==> src/verilog/vfp_pkg.sv <==
// constants shared by the vector floating-point control/status unit
// assumes a single 250 MHz core clock and a synchronous active-low reset
package vfp_pkg;

	// ----------------------------------------
	// geometry
	// ----------------------------------------
	localparam int NUM_EXC = 6;
	localparam int NUM_LANES = 4;
	localparam int NUM_VREGS = 8;
	localparam int VREG_W = 128;
	localparam int VREG_IDX_W = 3;
	localparam int ADDR_W = 8;

	// ----------------------------------------
	// control/status register layout and reset
	// ----------------------------------------
	localparam int FLAG_LSB = 0;
	localparam int DENORM_ZERO_BIT = 6;
	localparam int MASK_LSB = 7;
	localparam int ROUND_LSB = 13;
	localparam int FTZ_BIT = 15;
	localparam logic [31:0] CSR_RESET = 32'h0000_1F80;
	localparam logic [31:0] CSR_MASK_DEFAULT = 32'h0000_FFBF;
	localparam logic [31:0] CSR_MASK_FULL = 32'h0000_FFFF;
	localparam logic [31:0] SAVED_MASK_NONE = 32'h0000_0000;

	// ----------------------------------------
	// system control, identify and fault status bits
	// ----------------------------------------
	localparam int ERR_ENABLE_BIT = 5;
	localparam int OS_SAVE_BIT = 9;
	localparam int OS_SIMD_BIT = 10;
	localparam int ID_SAVE_BIT = 24;
	localparam int ID_VEC1_BIT = 25;
	localparam int ID_VEC2_BIT = 26;
	localparam int FLT_VEC_BIT = 0;
	localparam int FLT_OPCODE_BIT = 1;
	localparam int FLT_PROT_BIT = 2;

	// ----------------------------------------
	// register offsets (byte addresses)
	// ----------------------------------------
	localparam logic [ADDR_W-1:0] OFS_CSR = 8'h00;
	localparam logic [ADDR_W-1:0] OFS_SAVED_MASK = 8'h04;
	localparam logic [ADDR_W-1:0] OFS_SYS_CTRL = 8'h08;
	localparam logic [ADDR_W-1:0] OFS_IDENTIFY = 8'h0C;
	localparam logic [ADDR_W-1:0] OFS_FAULT = 8'h10;

	// ----------------------------------------
	// bus answers and write-channel states
	// ----------------------------------------
	localparam logic [1:0] RESP_OKAY = 2'h0;
	localparam logic [1:0] RESP_SLVERR = 2'h2;

	typedef enum logic [2:0] {
		BUS_IDLE = 3'b000,
		BUS_ADDR = 3'b001,
		BUS_DATA = 3'b010,
		BUS_EXEC = 3'b011,
		BUS_RESP = 3'b100
	} bus_state_e;

endpackage

==> src/verilog/vreg_if.sv <==
// access channel of the vector data register file
// assumes one writer and one reader on the core clock
`timescale 1ns/1ps
`default_nettype none
interface vreg_if import vfp_pkg::*; ();
	logic wr_en;
	logic [VREG_IDX_W-1:0] wr_idx;
	logic [VREG_W-1:0] wr_data;
	logic [VREG_IDX_W-1:0] rd_idx;
	logic [VREG_W-1:0] rd_data;

	modport regfile (input wr_en, wr_idx, wr_data, rd_idx, output rd_data);
	modport user (output wr_en, wr_idx, wr_data, rd_idx, input rd_data);
endinterface
`default_nettype wire
==> src/verilog/lane_flag_merge.sv <==
// ORs the per-lane exception conditions of a packed operation
// assumes lane k occupies bits [k*NUM_EXC +: NUM_EXC] of the input
`timescale 1ns/1ps
`default_nettype none
module lane_flag_merge
	import vfp_pkg::*;
(
	input wire logic [NUM_LANES*NUM_EXC-1:0] lane_flags,
	output logic [NUM_EXC-1:0] merged
);
	for (genvar b = 0; b < NUM_EXC; b++) begin : g_bit
		logic [NUM_LANES-1:0] column;
		for (genvar k = 0; k < NUM_LANES; k++) begin : g_lane
			assign column[k] = lane_flags[k*NUM_EXC+b];
		end
		assign merged[b] = |column;
	end
endmodule
`default_nettype wire

==> src/verilog/vector_fp_csr_unit.sv <==
// vector floating-point control/status unit with its data registers
// assumes an AXI4-Lite master, an execution stage that reports one op per
// pulse of op_valid, and a legacy stack unit that reports its own error level
//
// The implementer's own choices: the placing of the registers and the AXI4-Lite interface to the registers.
`timescale 1ns/1ps
`default_nettype none
module vector_fp_csr_unit
	import vfp_pkg::*;
#(
	parameter bit DENORM_ZERO_SUPPORTED = 1'b1,
	parameter bit VEC1_SUPPORTED = 1'b1,
	parameter bit VEC2_SUPPORTED = 1'b1,
	parameter bit SAVE_SUPPORTED = 1'b1
)
(
	input wire logic clock,
	input wire logic rst_n,
	input wire logic soft_init_in,
	input wire logic [vfp_pkg::ADDR_W-1:0] s_axi_awaddr,
	input wire logic s_axi_awvalid,
	output logic s_axi_awready,
	input wire logic [31:0] s_axi_wdata,
	input wire logic [3:0] s_axi_wstrb,
	input wire logic s_axi_wvalid,
	output logic s_axi_wready,
	output logic [1:0] s_axi_bresp,
	output logic s_axi_bvalid,
	input wire logic s_axi_bready,
	input wire logic [vfp_pkg::ADDR_W-1:0] s_axi_araddr,
	input wire logic s_axi_arvalid,
	output logic s_axi_arready,
	output logic [31:0] s_axi_rdata,
	output logic [1:0] s_axi_rresp,
	output logic s_axi_rvalid,
	input wire logic s_axi_rready,
	input wire logic op_valid,
	input wire logic op_supported,
	input wire logic [vfp_pkg::NUM_LANES*vfp_pkg::NUM_EXC-1:0] op_lane_flags,
	output logic vector_fp_fault,
	output logic invalid_opcode_fault,
	output logic general_protection_fault,
	output logic [1:0] rounding_mode,
	output logic flush_zero_mode,
	output logic denormals_zero_mode,
	input wire logic legacy_error_pending_in,
	input wire logic ignore_numeric_error_in,
	output logic fp_error_out,
	input wire logic vreg_wr_en,
	input wire logic [vfp_pkg::VREG_IDX_W-1:0] vreg_wr_idx,
	input wire logic [vfp_pkg::VREG_W-1:0] vreg_wr_data,
	input wire logic [vfp_pkg::VREG_IDX_W-1:0] vreg_rd_idx,
	output logic [vfp_pkg::VREG_W-1:0] vreg_rd_data
);
	import vfp_pkg::*;

	bus_state_e wstate;
	logic [ADDR_W-1:0] wr_addr;
	logic [31:0] wr_data;
	logic [3:0] wr_strb;
	logic wr_fire;
	logic [31:0] csr;
	logic [31:0] writable_mask;
	logic [31:0] saved_mask;
	logic [31:0] identify_word;
	logic [31:0] sys_ctrl;
	logic [2:0] fault_status;
	logic [31:0] next_csr_write;
	logic csr_wr_ok;
	logic csr_wr_bad;
	logic flt_wr;
	logic [NUM_EXC-1:0] merged;
	logic [NUM_EXC-1:0] unmasked;
	logic op_exec;
	logic raise_vec;
	logic raise_opc;

	// ----------------------------------------
	// vector data registers and lane merge
	// ----------------------------------------
	vreg_if vregs ();

	assign vregs.wr_en = vreg_wr_en;
	assign vregs.wr_idx = vreg_wr_idx;
	assign vregs.wr_data = vreg_wr_data;
	assign vregs.rd_idx = vreg_rd_idx;
	assign vreg_rd_data = vregs.rd_data;

	vector_register_file u_vregs (
		.clock(clock),
		.rst_n(rst_n),
		.port(vregs.regfile)
	);

	lane_flag_merge u_merge (
		.lane_flags(op_lane_flags),
		.merged(merged)
	);

	// ----------------------------------------
	// capability words
	// ----------------------------------------
	assign writable_mask = DENORM_ZERO_SUPPORTED ? CSR_MASK_FULL : CSR_MASK_DEFAULT;
	assign saved_mask = DENORM_ZERO_SUPPORTED ? CSR_MASK_FULL : SAVED_MASK_NONE;

	always_comb begin
		identify_word = '0;
		identify_word[ID_SAVE_BIT] = SAVE_SUPPORTED;
		identify_word[ID_VEC1_BIT] = VEC1_SUPPORTED;
		identify_word[ID_VEC2_BIT] = VEC2_SUPPORTED;
	end

	// ----------------------------------------
	// write channel: address and data in either order
	// ----------------------------------------
	assign s_axi_awready = (wstate == BUS_IDLE) || (wstate == BUS_DATA);
	assign s_axi_wready = (wstate == BUS_IDLE) || (wstate == BUS_ADDR);
	assign s_axi_bvalid = (wstate == BUS_RESP);
	assign wr_fire = (wstate == BUS_EXEC);

	always_ff @(posedge clock) begin
		if (!rst_n) begin
			wstate <= BUS_IDLE;
		end else begin
			case (wstate)
				BUS_IDLE: begin
					if (s_axi_awvalid && s_axi_wvalid) begin
						wstate <= BUS_EXEC;
					end else if (s_axi_awvalid) begin
						wstate <= BUS_ADDR;
					end else if (s_axi_wvalid) begin
						wstate <= BUS_DATA;
					end
				end
				BUS_ADDR: begin
					if (s_axi_wvalid) begin
						wstate <= BUS_EXEC;
					end
				end
				BUS_DATA: begin
					if (s_axi_awvalid) begin
						wstate <= BUS_EXEC;
					end
				end
				BUS_EXEC: begin
					wstate <= BUS_RESP;
				end
				BUS_RESP: begin
					if (s_axi_bready) begin
						wstate <= BUS_IDLE;
					end
				end
				default: begin
					wstate <= BUS_IDLE;
				end
			endcase
		end
	end

	always_ff @(posedge clock) begin
		if (!rst_n) begin
			wr_addr <= '0;
			wr_data <= '0;
			wr_strb <= '0;
		end else begin
			if (s_axi_awvalid && s_axi_awready) begin
				wr_addr <= s_axi_awaddr;
			end
			if (s_axi_wvalid && s_axi_wready) begin
				wr_data <= s_axi_wdata;
				wr_strb <= s_axi_wstrb;
			end
		end
	end

	// byte-lane merge of the pending write onto the current value
	always_comb begin
		next_csr_write = csr;
		for (int b = 0; b < 4; b++) begin
			if (wr_strb[b]) begin
				next_csr_write[b*8 +: 8] = wr_data[b*8 +: 8];
			end
		end
	end

	assign csr_wr_bad = wr_fire && wr_addr == OFS_CSR
		&& |(next_csr_write & ~writable_mask);
	assign csr_wr_ok = wr_fire && wr_addr == OFS_CSR && !csr_wr_bad;
	assign flt_wr = wr_fire && wr_addr == OFS_FAULT && wr_strb[0];

	always_ff @(posedge clock) begin
		if (!rst_n) begin
			s_axi_bresp <= RESP_OKAY;
		end else if (wr_fire) begin
			if (csr_wr_bad) begin
				s_axi_bresp <= RESP_SLVERR;
			end else if (wr_addr == OFS_CSR || wr_addr == OFS_SYS_CTRL
				|| wr_addr == OFS_FAULT) begin
				s_axi_bresp <= RESP_OKAY;
			end else begin
				s_axi_bresp <= RESP_SLVERR;
			end
		end
	end

	// ----------------------------------------
	// read channel
	// ----------------------------------------
	assign s_axi_arready = !s_axi_rvalid;

	always_ff @(posedge clock) begin
		if (!rst_n) begin
			s_axi_rvalid <= 1'b0;
			s_axi_rdata <= '0;
			s_axi_rresp <= RESP_OKAY;
		end else if (s_axi_arvalid && s_axi_arready) begin
			s_axi_rvalid <= 1'b1;
			s_axi_rresp <= RESP_OKAY;
			if (s_axi_araddr == OFS_CSR) begin
				s_axi_rdata <= csr;
			end else if (s_axi_araddr == OFS_SAVED_MASK) begin
				s_axi_rdata <= saved_mask;
			end else if (s_axi_araddr == OFS_SYS_CTRL) begin
				s_axi_rdata <= sys_ctrl;
			end else if (s_axi_araddr == OFS_IDENTIFY) begin
				s_axi_rdata <= identify_word;
			end else if (s_axi_araddr == OFS_FAULT) begin
				s_axi_rdata <= {29'h0000_0000, fault_status};
			end else begin
				s_axi_rdata <= '0;
				s_axi_rresp <= RESP_SLVERR;
			end
		end else if (s_axi_rready) begin
			s_axi_rvalid <= 1'b0;
		end
	end

	// ----------------------------------------
	// system control: os support and native error enable (set blocks the legacy error pin)
	// ----------------------------------------
	always_ff @(posedge clock) begin
		if (!rst_n) begin
			sys_ctrl <= '0;
		end else if (wr_fire && wr_addr == OFS_SYS_CTRL) begin
			sys_ctrl <= '0;
			sys_ctrl[ERR_ENABLE_BIT] <= wr_data[ERR_ENABLE_BIT];
			sys_ctrl[OS_SAVE_BIT] <= wr_data[OS_SAVE_BIT];
			sys_ctrl[OS_SIMD_BIT] <= wr_data[OS_SIMD_BIT];
		end
	end

	// ----------------------------------------
	// exception detection for one vector op
	// ----------------------------------------
	assign op_exec = op_valid && op_supported;
	// only the new conditions of this op can fault, never old flags
	assign unmasked = merged & ~csr[MASK_LSB +: NUM_EXC];
	assign raise_vec = op_exec && |unmasked && sys_ctrl[OS_SIMD_BIT];
	assign raise_opc = (op_valid && !op_supported)
		|| (op_exec && |unmasked && !sys_ctrl[OS_SIMD_BIT]);

	// ----------------------------------------
	// control/status register
	// ----------------------------------------
	always_ff @(posedge clock) begin
		if (!rst_n) begin
			csr <= CSR_RESET;
		end else begin
			// soft init is deliberately absent here
			if (csr_wr_ok) begin
				csr <= next_csr_write | {26'h000_0000, op_exec ? merged : 6'h00};
			end else if (op_exec) begin
				csr[FLAG_LSB +: NUM_EXC] <= csr[FLAG_LSB +: NUM_EXC] | merged;
			end
		end
	end

	assign rounding_mode = csr[ROUND_LSB +: 2];
	assign flush_zero_mode = csr[FTZ_BIT];
	assign denormals_zero_mode = csr[DENORM_ZERO_BIT];

	// ----------------------------------------
	// fault pulses and sticky fault status
	// ----------------------------------------
	always_ff @(posedge clock) begin
		if (!rst_n) begin
			vector_fp_fault <= 1'b0;
			invalid_opcode_fault <= 1'b0;
			general_protection_fault <= 1'b0;
		end else begin
			vector_fp_fault <= raise_vec;
			invalid_opcode_fault <= raise_opc;
			general_protection_fault <= csr_wr_bad;
		end
	end

	always_ff @(posedge clock) begin
		if (!rst_n || soft_init_in) begin
			fault_status <= '0;
		end else begin
			fault_status[FLT_VEC_BIT] <= raise_vec
				|| (fault_status[FLT_VEC_BIT] && !(flt_wr && wr_data[FLT_VEC_BIT]));
			fault_status[FLT_OPCODE_BIT] <= raise_opc
				|| (fault_status[FLT_OPCODE_BIT] && !(flt_wr && wr_data[FLT_OPCODE_BIT]));
			fault_status[FLT_PROT_BIT] <= csr_wr_bad
				|| (fault_status[FLT_PROT_BIT] && !(flt_wr && wr_data[FLT_PROT_BIT]));
		end
	end

	// ----------------------------------------
	// legacy unit error pin, fed only by the legacy unit
	// ----------------------------------------
	always_ff @(posedge clock) begin
		if (!rst_n) begin
			fp_error_out <= 1'b0;
		end else begin
			fp_error_out <= legacy_error_pending_in && !sys_ctrl[ERR_ENABLE_BIT]
				&& !ignore_numeric_error_in;
		end
	end
endmodule
`default_nettype wire

==> src/verilog/vector_register_file.sv <==
// eight 128-bit vector data registers with one write and one read port
// assumes the top drives the channel synchronously; reads return next cycle
`timescale 1ns/1ps
`default_nettype none
module vector_register_file
	import vfp_pkg::*;
(
	input wire logic clock,
	input wire logic rst_n,
	vreg_if.regfile port
);
	logic [VREG_W-1:0] regs [NUM_VREGS];

	// ----------------------------------------
	// storage, cleared by hardware reset only
	// ----------------------------------------
	for (genvar i = 0; i < NUM_VREGS; i++) begin : g_entry
		always_ff @(posedge clock) begin
			if (!rst_n) begin
				regs[i] <= '0;
			end else if (port.wr_en && port.wr_idx == VREG_IDX_W'(i)) begin
				regs[i] <= port.wr_data;
			end
		end
	end

	always_ff @(posedge clock) begin
		if (!rst_n) begin
			port.rd_data <= '0;
		end else begin
			port.rd_data <= regs[port.rd_idx];
		end
	end
endmodule
`default_nettype wire

==> config.mk <==
export PLATFORM = sky130hd
export DESIGN_NAME = vector_fp_csr_unit
export DESIGN_NICKNAME = d
export VERILOG_FILES = /design/src/verilog/vfp_pkg.sv /design/src/verilog/vreg_if.sv /design/src/verilog/lane_flag_merge.sv /design/src/verilog/vector_fp_csr_unit.sv /design/src/verilog/vector_register_file.sv
export SDC_FILE = /design/constraint.sdc
export NUM_CORES = 2
export LEC_CHECK = 0
export BUFFER_PORTS_ARGS = -buffer_cell sky130_fd_sc_hd__buf_2
export CORE_ASPECT_RATIO = 1.4
export CORE_UTILIZATION = 60
export DETAILED_ROUTE_END_ITERATION = 12
export PLACE_DENSITY_LB_ADDON = 0.1
export SYNTH_ARGS = -nofsm -noshare
export SYNTH_HDL_FRONTEND = slang
export SYNTH_SLANG_ARGS = --single-unit
==> constraint.sdc <==
create_clock -name clock -period 22.3 [get_ports clock]
set_input_delay 4.46 -clock clock [delete_from_list [all_inputs] [get_ports clock]]
set_output_delay 4.46 -clock clock [all_outputs]
set_load 0.01 [all_outputs]
## Word level (Yosys, flattened, before mapping)

Memory sizes are Yosys's and may differ from the RTL's. A register that Yosys moved wholly into a read port is not among the register bits.
Cells that the tools add are included.

| cells by class | value |
|---|---|
| equal/unequal tests | 21 |
| mux-type cells | 61 |
| bitwise operators | 12 |
| reduce and logical (&&, ||, !) cells | 66 |

Operators by type and width:

| kind | count |
|---|---|
| $mux 128 | 8 |
| $mux 27 | 3 |
| $mux 32 | 1 |
| $mux 8 | 4 |
| $or 32x6->32 | 1 |
| $logic_and 1x1->1 | 31 |
| $mux 1 | 27 |
| $eq 8x4->1 const B | 3 |
| $reduce_or 4->1 | 6 |
| $mux 3 | 7 |
| $mux 6 | 3 |
| $eq 8x5->1 const B | 2 |
| $logic_not 8->1 | 2 |
| $reduce_or 16->1 | 1 |
| $eq 3x3->1 const B | 5 |
| $pmux 3 s5 | 1 |
| $mux 2 | 7 |
| $eq 3x2->1 const B | 4 |
| $logic_not 1->1 | 11 |
| $logic_or 1x1->1 | 9 |
| $eq 8x3->1 const B | 1 |
| $or 1x1->1 | 8 |
| $and 6x6->6 | 1 |
| $eq 3x1->1 const B | 2 |
| 9 further kinds | 12 |

| word-level totals | value |
|---|---|
| bits in registers | 126 |
| bits in writable memories | 1,024 |
| output and inout port bits | 177 |
| logic and storage cells | 177 |
| memories kept | 1 |

Memories:

| name | depth | width | read ports | clocked after memory_dff | wr ports | RTL line | RTL |
|---|---|---|---|---|---|---|---|
| u_vregs.regs | 8 | 128 | 1 | 1 | 8 | vector_register_file.sv:12 | `logic [VREG_W-1:0] regs [NUM_VREGS];` |

## Longest topological paths before layout

| depth | value |
|---|---|
| depth in word-level cells | 7 |
| depth in mapped cells | 7 |
| depth with buffers taken out | 5 |

## Hierarchy

From an unflattened synthesis, not the netlist that was laid out.

| unflattened totals | value |
|---|---|
| cell total of the unflattened synthesis | 3,791 |
| area, all modules | 54,561.1 µm² |

Modules (own cells, without submodules):

| module | times used | cells each | area an instance (µm²) | sequential area each (µm²) |
|---|---|---|---|---|
| vector_register_file | 1 | 3,195 | 49,628.8 | 33,311.9 |
| vector_fp_csr_unit | 1 | 590 | 4,887.2 | 2,482.4 |
| lane_flag_merge | 1 | 6 | 45.0 | 0.0 |

## Worst setup path before layout

OpenSTA, ideal clock, no wires.

| timing path | value |
|---|---|
| kind | input-to-reg |
| start | input vreg_wr_idx[2] in the netlist's numbering |
| end | memory u_vregs.regs[0][0] (enable) |
| arrival | 14,000 ps |
| data required time | 21,495 ps |
| setup slack | 7,495 ps |
| cell stages on the path | 2 |
| path buffers | 0 |
| cells stage by stage | nand2b_1 o31ai_1 |

RTL lines:

| what | RTL line | RTL |
|---|---|---|
| start: declaration | vector_fp_csr_unit.sv:50 | `input wire logic [vfp_pkg::VREG_IDX_W-1:0] vreg_wr_idx,` |
| end: declaration | vector_register_file.sv:12 |  |

==> results.cfg <==
[clocking]
cts_root_buf = clkbuf_16
holdBufCountCts = 0
clock-sinks = 1276
cts_buffers = 117
cts.clk_slew.worst_paths_ps = 60
cts_tree = yes
cts.path.max_buffers = 3
post_cts_buffers = 0
insertion_delay_ps = 690
cts-resized-gates = 0
h-tree-depth = 3

[timing]
min_period_ps = 8020
skew_ps = 19.2
fin_crit_sh_pct = 36.0
fmax_mhz = 125
fin_setup_tns_ps = 0
tightest_slew_ps = 1270
rsz0062_at_grt = no
hold_viol_final = 0
whs_ps = 452
max-slew-margin-rel_pct = 15.2
drv_slew = 0
final-setup-viol-count = 0
worst_slack_ps = 14280

[routing]
detail-route-antenna-nets = 0
vias_per_cell = 5.97
wl_mm = 129
drc_errors = 0
drtPass1Iterations = 5
avgRoutedWirePerCell_um = 25.4
vias = 30400
drtIter0Drc = 2980

[placement]
place_worst_setup_slack_ps = 13440
dp_hpwl_mm = 68.8
globalplace.congestion = 0.824
place_inst = 4864
numPortBuffers = 397

[worst_setup_path]
path_class = in -> reg
critPathMaxStageDelay_ps = 860
crit_required_ps = 22830
cp_common_cell = buf_4
worstRegToRegCells = 5
slowest_stage = buf_4
worstPathArrival_ps = 8550
path_max_fanout = 108
rr_endpoint = csr[14]
critPathCaptureType = flop
r2r_slack_ps = 19780
cp_num_buf_inv = 4
rr_startpoint = wr_addr[2]
path_cells = buf_8 > buf_4 > buf_4 > buf_12 > mux4_2 > mux2i_1 > nor2_1
critPathLaunchType = input port
crit_family = buffers and inverters

[status]
status = finished, final reports clean

[finish]
post_route_cells_drive_above_1_share_pct = 23.4
regArea_um2 = 35800
mostFrequentLayoutCell = and2_1
fill_cells = 6002
final_cell_mix = and2_1 (1026), edfxtp_1 (1024), buf_2 (394)
multi_input_comb_area_um2 = 16400
fin_cells = 5100
nNetsFinal = 4036
area_growth_pct = 13.0

[synthesis]
synth_flop_cell = edfxtp_1
yosysTopAreaCellShare_pct = 58.0
synth_edf_count = 1024
synth_top_cell_by_area = edfxtp_1
synth_cells = 3491
synth_area_leaders = edfxtp_1 (58%), and2_1 (12%), mux4_2 (11%)
syn-mean-instance-area_um2 = 15.2
synth-seq-cells = 1276
ys_types = 53
syn_area_um2 = 53000
synth_async_sr_flop_share_pct = 0
yosysWarnings = 0
synth-seq-area-share_pct = 67.5

[power]
max-vdd-ir-drop_mv = 0.0789
power_mw = 5.17
p_per_area_nw_per_um2 = 86.3
p_leak_nw = 22.3

[floorplanning]
rows = 128
ioPinCount = 400
die_x_um = 253
chipHeight_um = 354
dieArea_um2 = 89600
core-area_um2 = 87300
start_util_pct = 60.7

[grt]
grt_first_pass_wirelength_mm = 195
grt_usage_pct = 29.4
antenna_found_initial = 27
grt_max_degree = 148
grt_pass1_vias = 31900
gr-total-overflow = 0

[worst_hold_path]
holdPathStages = 2
hold_class = reg -> reg
min_to = wr_addr[1]
min-delay-start = wr_addr[1]

[flow_run]
maxCapViolCount = 0
==> logic make-up after synthesis <==
kind of cell	synth area share (%)
flops	67.5
mux	13.4
compound gates	1.69
buf+inv	1.91
simple gates	15.5
other cells	0.00707
==> per-stage QoR <==
step	instance area (um2)	utilization (%)
6_report	59900	68.7
5_1_grt	59900	68.6
3_3_place_gp	56100	64.2
4_1_cts	59900	68.6
3_5_place_dp	56100	64.2
2_1_floorplan	53000	-
==> synth_stat cells (20+ instances only) <==
| cell type | instances |
|---|---|
| a21oi_1 | 81 |
| and2_1 | 1026 |
| buf_2 | 30 |
| clkbuf_1 | 186 |
| dfxtp_1 | 252 |
| edfxtp_1 | 1024 |
| mux2i_1 | 134 |
| mux4_2 | 256 |
| nand2_1 | 140 |
| nor2_1 | 164 |
| o21ai_0 | 20 |
==> cell type report <==
| class | instances | share of cell area [%] |
|---|---|---|
| antenna | 13 | 0.0543 |
| clock buffer | 157 | 5.34 |
| clock inverter | 66 | 1.04 |
| inverter | 9 | 0.0689 |
| multi-input combinational | 1966 | 27.3 |
| sequential | 1276 | 59.7 |
| tap | 1170 | 2.44 |
| timing repair buffer | 443 | 4.00 |
==> per-layer routing <==
layer / GRT usage (%) / wire length [um]
met2: 50.2 / 65900
met3: 5.32 / 9810
met5: 0 / 184
met4: 7.99 / 3010
met1: 38.8 / 50500
==> power by group <==
| part | switching (mW) | internal (mW) | leakage [nW] |
|---|---|---|---|
| registers | 0.0538 | 2.73 | 12.0 |
| clock network | 0.869 | 1.13 | 1.86 |
| logic | 0.228 | 0.160 | 8.45 |
| total | 1.15 | 4.02 | 22.3 |
==> worst register-to-register path, delay by kind of cell (launching register included) <==
kind	cells	cell delay [ps]
AND/OR/NAND/NOR	3	1400
AO/OA/AOI/OAI	1	450
flip-flops	1	310
multiplexers	1	270
==> how the worst max path moves through the flow <==
stage,end,startpoint,slack (ps),depth (start not counted)
finish,u_vregs.port.rd_data[48],vreg_rd_idx[0],14280,7
global route,u_vregs.port.rd_data[48],vreg_rd_idx[0],13790,7
CTS,u_vregs.port.rd_data[51],vreg_rd_idx[0],14180,7
detailed placement,u_vregs.port.rd_data[102],vreg_rd_idx[0],13440,7
global placement,u_vregs.port.rd_data[49],vreg_rd_idx[0],13520,7
floorplan,u_vregs.regs[0][0],vreg_wr_idx[2],7490,2
==> flip-flops by register name (all words and copies together) (netlist names), 3 cells and up <==
register	cells
wr_addr	8
fault_status	3
u_vregs.regs	1024
csr	32
wr_data	32
u_vregs.port.rd_data	128
s_axi_rdata	32
sys_ctrl	3
wstate	3
wr_strb	4
Power figures use the tool's default switching activity.
